[src/hdl/swc_pkg.sv]
// Package: offsets, field layout and port-width encodings for the station width register
package swc_pkg;

  // ****************************************
  // Register map
  // ****************************************
  localparam logic [11:0] SWC_CFG_OFFSET   = 12'h574;
  localparam logic [11:0] SWC_RANGE_LO     = 12'h54c;
  localparam logic [11:0] SWC_RANGE_HI     = 12'hf8c;
  localparam logic [7:0]  SWC_HOME_PORT    = 8'h00;

  // ****************************************
  // Field positions
  // ****************************************
  localparam int SWC_STN0_LSB  = 0;
  localparam int SWC_STN1_LSB  = 2;
  localparam int SWC_STN2_LSB  = 4;
  localparam int SWC_NX2_LSB   = 20;
  localparam int SWC_NX2_W     = 4;
  localparam int SWC_STATIONS  = 3;

  // ****************************************
  // Width codes and fixed bits
  // ****************************************
  localparam logic [1:0]  SWC_CODE_X8      = 2'h2;
  localparam logic [1:0]  SWC_CODE_SPLIT0  = 2'h0;
  localparam logic [1:0]  SWC_CODE_SPLIT1  = 2'h3;
  localparam logic        SWC_STN0_FIXED   = 1'h0;
  localparam logic        SWC_STN1_FIXED   = 1'h1;
  localparam logic        SWC_STN2_FIXED   = 1'h0;
  localparam logic [3:0]  SWC_NX2_RESET    = 4'h0;

  // Per-port lane width driven to the link layer
  typedef enum logic [1:0] {
    SWC_W_OFF = 2'h0,
    SWC_W_X4  = 2'h1,
    SWC_W_X8  = 2'h2,
    SWC_W_SW  = 2'h3
  } swc_width_t;

  // Serial loader write into the register
  typedef struct packed {
    logic        valid;
    logic [31:0] data;
  } swc_load_t;

  // Configuration read request
  typedef struct packed {
    logic        valid;
    logic [7:0]  port;
    logic        iso_vif;
    logic [11:0] offset;
  } swc_rd_req_t;

  // Widths of the seven station ports: 0,1,4,5,6 in station order, then 8,9
  typedef struct packed {
    swc_width_t p0;
    swc_width_t p1;
    swc_width_t p4;
    swc_width_t p5;
    swc_width_t p6;
    swc_width_t p8;
    swc_width_t p9;
  } swc_port_widths_t;

endpackage

[src/hdl/swc_station_width_config.sv]
// Station link-width configuration register with strap capture and serial load override
// ****************************************
// ****************************************
`timescale 1ns/1ps
module swc_station_width_config #(
  parameter int NX2_W = swc_pkg::SWC_NX2_W
) (
  input  wire logic                     clk,
  input  wire logic                     srst,
  input  wire logic                     fundamental_reset_in,
  input  wire logic                     station0_width_strap,
  input  wire logic                     station1_width_strap,
  input  wire logic                     station2_width_strap,
  input  wire logic                     port0_is_isolating,
  input  wire swc_pkg::swc_load_t       load_in,
  input  wire swc_pkg::swc_rd_req_t     rd_req,
  input  wire logic                     sw_wr_valid,
  input  wire logic [11:0]              sw_wr_offset,
  input  wire logic [31:0]              sw_wr_data,
  output logic                          rd_ack,
  output logic                          rd_hit,
  output logic [31:0]                   rd_data,
  output logic [31:0]                   cfg_value,
  output swc_pkg::swc_port_widths_t     port_widths
);

  // ****************************************
  // Parameter check
  // ****************************************
  initial begin
    if (NX2_W != swc_pkg::SWC_NX2_W) begin
      $error("swc_station_width_config: NX2_W must match the register layout");
    end
  end

  // ****************************************
  // Strap synchronisation
  // ****************************************
  // Fundamental reset arrives from a pin, so it is synchronised with the straps
  logic [3:0] pins_sync;

  swc_strap_sync #(
    .WIDTH (4)
  ) u_sync (
    .clk      (clk),
    .srst     (1'b0),
    .async_in ({fundamental_reset_in, station2_width_strap, station1_width_strap, station0_width_strap}),
    .sync_out (pins_sync)
  );

  wire logic fund_rst = pins_sync[3];

  // ****************************************
  // Width field state
  // ****************************************
  logic [1:0]       stn0_reg;
  logic [1:0]       stn1_reg;
  logic [1:0]       stn2_reg;
  logic [3*NX2_W-1:0] nx2_reg;

  // Strap-derived codes with the fixed bit in place
  wire logic [1:0] stn0_strap = {pins_sync[0], swc_pkg::SWC_STN0_FIXED};
  wire logic [1:0] stn1_strap = {swc_pkg::SWC_STN1_FIXED, pins_sync[1]};
  wire logic [1:0] stn2_strap = {pins_sync[2], swc_pkg::SWC_STN2_FIXED};

  // Loader keeps fixed bits; a reserved code cannot be stored that way
  wire logic [1:0] stn0_load = {load_in.data[swc_pkg::SWC_STN0_LSB+1], swc_pkg::SWC_STN0_FIXED};
  wire logic [1:0] stn1_load = {swc_pkg::SWC_STN1_FIXED, load_in.data[swc_pkg::SWC_STN1_LSB]};
  wire logic [1:0] stn2_load = {load_in.data[swc_pkg::SWC_STN2_LSB+1], swc_pkg::SWC_STN2_FIXED};

  // Software writes are decoded but have no effect on read-only fields
  wire logic sw_wr_hit = sw_wr_valid && (sw_wr_offset == swc_pkg::SWC_CFG_OFFSET);

  wire logic [1:0] stn0_next = load_in.valid ? stn0_load : stn0_reg;
  wire logic [1:0] stn1_next = load_in.valid ? stn1_load : stn1_reg;
  wire logic [1:0] stn2_next = load_in.valid ? stn2_load : stn2_reg;
  wire logic [3*NX2_W-1:0] nx2_next =
    load_in.valid ? load_in.data[swc_pkg::SWC_NX2_LSB +: 3*NX2_W] : nx2_reg;

  // Fundamental reset reloads the straps; srst is deliberately ignored here
  always_ff @(posedge clk) begin
    if (fund_rst) begin
      stn0_reg <= stn0_strap;
      stn1_reg <= stn1_strap;
      stn2_reg <= stn2_strap;
      nx2_reg  <= {3{swc_pkg::SWC_NX2_RESET}};
    end else begin
      stn0_reg <= stn0_next;
      stn1_reg <= stn1_next;
      stn2_reg <= stn2_next;
      nx2_reg  <= nx2_next;
    end
  end

  // ****************************************
  // Register image
  // ****************************************
  // Bits 19:6 are constant zero
  wire logic [31:0] reg_image = {nx2_reg, 14'h0000, stn2_reg, stn1_reg, stn0_reg};

  // ****************************************
  // Read decode
  // ****************************************
  function automatic logic space_ok(input logic [7:0] port, input logic iso_vif, input logic iso_role);
    space_ok = iso_vif ? iso_role : (port == swc_pkg::SWC_HOME_PORT);
  endfunction

  wire logic rd_hit_next = rd_req.valid &&
                           space_ok(rd_req.port, rd_req.iso_vif, port0_is_isolating) &&
                           (rd_req.offset == swc_pkg::SWC_CFG_OFFSET);

  always_ff @(posedge clk) begin
    if (srst) begin
      rd_ack  <= 1'b0;
      rd_hit  <= 1'b0;
      rd_data <= 32'h0000_0000;
    end else begin
      rd_ack  <= rd_req.valid;
      rd_hit  <= rd_hit_next;
      rd_data <= rd_hit_next ? reg_image : 32'h0000_0000;
    end
  end

  assign cfg_value = reg_image;

  // ****************************************
  // Port width decode
  // ****************************************
  function automatic logic is_split(input logic [1:0] code, input logic [1:0] split_code);
    is_split = (code == split_code);
  endfunction

  wire logic s0_split = is_split(stn0_reg, swc_pkg::SWC_CODE_SPLIT0);
  wire logic s1_split = is_split(stn1_reg, swc_pkg::SWC_CODE_SPLIT1);
  wire logic s2_split = is_split(stn2_reg, swc_pkg::SWC_CODE_SPLIT0);

  // Reserved codes are unreachable, so not split means x8
  assign port_widths.p0 = s0_split ? swc_pkg::SWC_W_X4 : swc_pkg::SWC_W_X8;
  assign port_widths.p1 = s0_split ? swc_pkg::SWC_W_X4 : swc_pkg::SWC_W_OFF;
  assign port_widths.p4 = swc_pkg::SWC_W_SW;
  assign port_widths.p5 = s1_split ? swc_pkg::SWC_W_X4 : swc_pkg::SWC_W_X8;
  assign port_widths.p6 = s1_split ? swc_pkg::SWC_W_X4 : swc_pkg::SWC_W_OFF;
  assign port_widths.p8 = s2_split ? swc_pkg::SWC_W_X4 : swc_pkg::SWC_W_X8;
  assign port_widths.p9 = s2_split ? swc_pkg::SWC_W_X4 : swc_pkg::SWC_W_OFF;

endmodule

[src/hdl/swc_strap_sync.sv]
// Two-stage synchroniser for the station width strap pins
`timescale 1ns/1ps
module swc_strap_sync #(
  parameter int WIDTH = 3
) (
  input  wire logic             clk,
  input  wire logic             srst,
  input  wire logic [WIDTH-1:0] async_in,
  output logic      [WIDTH-1:0] sync_out
);

  logic [WIDTH-1:0] meta_reg;
  logic [WIDTH-1:0] sync_reg;

  initial begin
    if (WIDTH < 1) begin
      $error("swc_strap_sync: WIDTH must be at least 1");
    end
  end

  // Meta stage feeds only the second stage
  always_ff @(posedge clk) begin
    if (srst) begin
      meta_reg <= '0;
      sync_reg <= '0;
    end else begin
      meta_reg <= async_in;
      sync_reg <= meta_reg;
    end
  end

  assign sync_out = sync_reg;

endmodule

[config.mk]
export PLATFORM = sky130hd
export DESIGN_NAME = swc_station_width_config
export DESIGN_NICKNAME = d
export VERILOG_FILES = /design/src/hdl/swc_pkg.sv /design/src/hdl/swc_station_width_config.sv /design/src/hdl/swc_strap_sync.sv
export SDC_FILE = /design/constraint.sdc
export NUM_CORES = 1
export LEC_CHECK = 0
export BUFFER_PORTS_ARGS = -buffer_cell sky130_fd_sc_hd__buf_4
export CAP_MARGIN = 20
export CORE_AREA = 10 10 80 99
export DETAILED_ROUTE_END_ITERATION = 8
export DIE_AREA = 0 0 90 109
export MAX_ROUTING_LAYER = met4
export PLACE_DENSITY = 0.7
export SLEW_MARGIN = 5
export SYNTH_ARGS = -nofsm -noshare
export SYNTH_HDL_FRONTEND = slang
export SYNTH_HIERARCHICAL = 1
export SYNTH_SLANG_ARGS = --single-unit
[constraint.sdc]
create_clock -name clk -period 1.38 [get_ports clk]
set_input_delay 0 -clock clk [delete_from_list [all_inputs] [get_ports clk]]
set_output_delay 0 -clock clk [all_outputs]
set_load 0.01 [all_outputs]
==> out/metrics.cfg <==
[timing]
worst-slew-pin-transition_ns = 1.02
setup_violations = 0
drv_slew = 0
period_needed_ns = 1.20
fmax_mhz = 835
grt_setup_unrepaired = false
hold_violations = 0
slew_headroom = 0.319
worst_clock_skew_ns = 0.00273
period_share = 0.868
setup_tns_ns = 0

[clock_network]
htreeDepth = 2
root_buffer = clkbuf_8
numClockSinks = 41
cts_buffers = 5
clk_path_buf_depth = 2
clk_latency_ns = 0.28
postCtsSetupBuffers = 0
path_clk_slew_ns = 0.07
cts_resized = 0
cts_tree = built

[grt]
antenna_found_initial = 0
grt_pass1_vias = 1512
overflow = 0
grt_pass1_wl_um = 7200
grt_usage = 0.0929
grt_start_max_net_pins = 18

[final_layout]
num_antenna_cells = 0
fillers = 587
area_growth_pct = 46.0
register_area_um2 = 851
largest_reg_flops = 16
multiInputGateArea_um2 = 707
num-nets-final = 373
drive_above_1_share = 0.419
final_cell_area_um2 = 2620

[synth]
synthTopCellsByCount = buf_4, dfxtp_1, mux2i_1, nor2_1, nor2b_1
synthCells = 163
synth_top_area_frac = 0.423
async_flop_share = 0
synth_area_leaders = dfxtp_1, buf_4, mux2i_1
synthesis.area_per_instance_um2 = 11.0
synth_ff_type = dfxtp_1
synth-edff-count = 3
synth_most_common_cell = buf_4
seq_area_frac_synth = 0.474
synth_seq_cells = 41
ys.warnings.count = 6
synth_cell_types = 23
synthesis.area_um2 = 1800
yosysTopAreaCell = dfxtp_1

[run_status]
status = complete, no violations

[floorplan]
start_util = 0.297
io_pins = 187
die_y_um = 109
die_area_um2 = 9810
num_rows = 32
die_x_um = 90
core_area_um2 = 6050

[setup_path]
start_kind = input pin
cp-end-kind = register
worstPathArrival_ns = 1.38
crit_fanout = 17
crit_required_ns = 1.56
crit_type = input pin to register

[route]
routed_via_density = 3.83
wl_um = 4650
route.detailed.drc = 0
wl_per_cell_um = 13.2
firstDrtPassIters = 4
num_vias = 1347
drtIter0Drc = 20
drtAntennaViolNets = 0

[flow_run]
maxCapViolations = 0

[place]
port_buffers = 86
placed_area_um2 = 2340
place_hpwl_um = 3690
gp_congestion = 0.683

[pwr]
irDropWorstVdd_v = 0.000452
power.leakage_nw = 1.24
power.density_nw_per_um2 = 1010
power_mw = 2.65

[hold_path]
hp-class = input pin to register

worst paths after layout:
check | cells after the start | slack, ns | end | startpoint
min | 2 | 0.02 | stn2_reg[1] | load_in[5]
min reg2reg | 1 | 0.44 | u_sync/sync_out[1] | u_sync/meta_reg[1]
max | 6 | 0.18 | rd_data[20] | srst
max reg2reg | 1 | 0.37 | stn0_reg[1] | u_sync/sync_out[3]
metal layers:
metal | share of wire | vias up | wire length [µm] | global-route usage
li1 | - | 655 | - | -
met1 | 0.43 | 610 | 2000 | 0.0967
met2 | 0.50 | 78 | 2340 | 0.163
met3 | 0.056 | 4 | 262 | 0.0289
met4 | 0.0086 | 0 | 40 | 0.0342
met5 | 0 | - | 0 | -
placed cells by master (no fill, tap or decap), types with 2 or more instances in the layout:
cell type      netlist  final
buf_4               48     88
nor2b_1              9      9
conb_1               2     46
nor4b_2              6      6
dlygate4sd3_1        0     18
edfxtp_1             3      3
nor4_2               5      5
nor2_1              12     12
nor3_1               2      2
nor4b_1              7      7
clkbuf_8             0      5
inv_1                3      3
mux2i_1             12     12
dfxtp_1             38     38
mux2_2               3      3
metrics by stage:
step	instances	setup WS [ns]	hold slack, ns	util
after global routing	352	0.0773	0.00800	0.434
after floorplan	207	0.284	0.0835	-
after detailed placement	326	0.119	0.177	0.386
after CTS	352	0.184	0.00413	0.434
after global placement	326	0.154	0.173	0.386
final	352	0.182	0.0202	0.434
layout make-up:
class	instances	share of cell area
Tap cell	85	0.0406
Multi-Input combinational cell	109	0.270
Timing Repair Buffer	106	0.321
Inverter	3	0.00429
Clock buffer	6	0.0277
Sequential cell	41	0.324
Clock inverter	2	0.0129
power by group:
group          switching (mW)  internal (mW)
logic                   0.201          0.247
clock network           0.369          0.533
registers              0.0376           1.26
critical path, cell delays in order:
cell and delay, ns:
dlygate4sd3_1 0.54, buf_4 0.13, nor2b_1 0.13, nand3_1 0.09
buf_4 0.21, nor4b_1 0.27
kinds of logic after synthesis:
logic type,count (synthesis),synth area share
multiplexers,15,0.0857
other,2,0.00418
AND/OR/NAND/NOR,47,0.207
AO/OA/AOI/OAI,1,0.00488
buffers and inverters,57,0.225
flip-flops,41,0.474
what timing repair did:
item | 4_1_cts | 5_1_grt
endpoints found under the setup margin | 0 | 0
hold buffers | 18 | 0
endpoints found under the hold margin | 17 | 0
No activity file was read; power rests on OpenSTA's default activity.
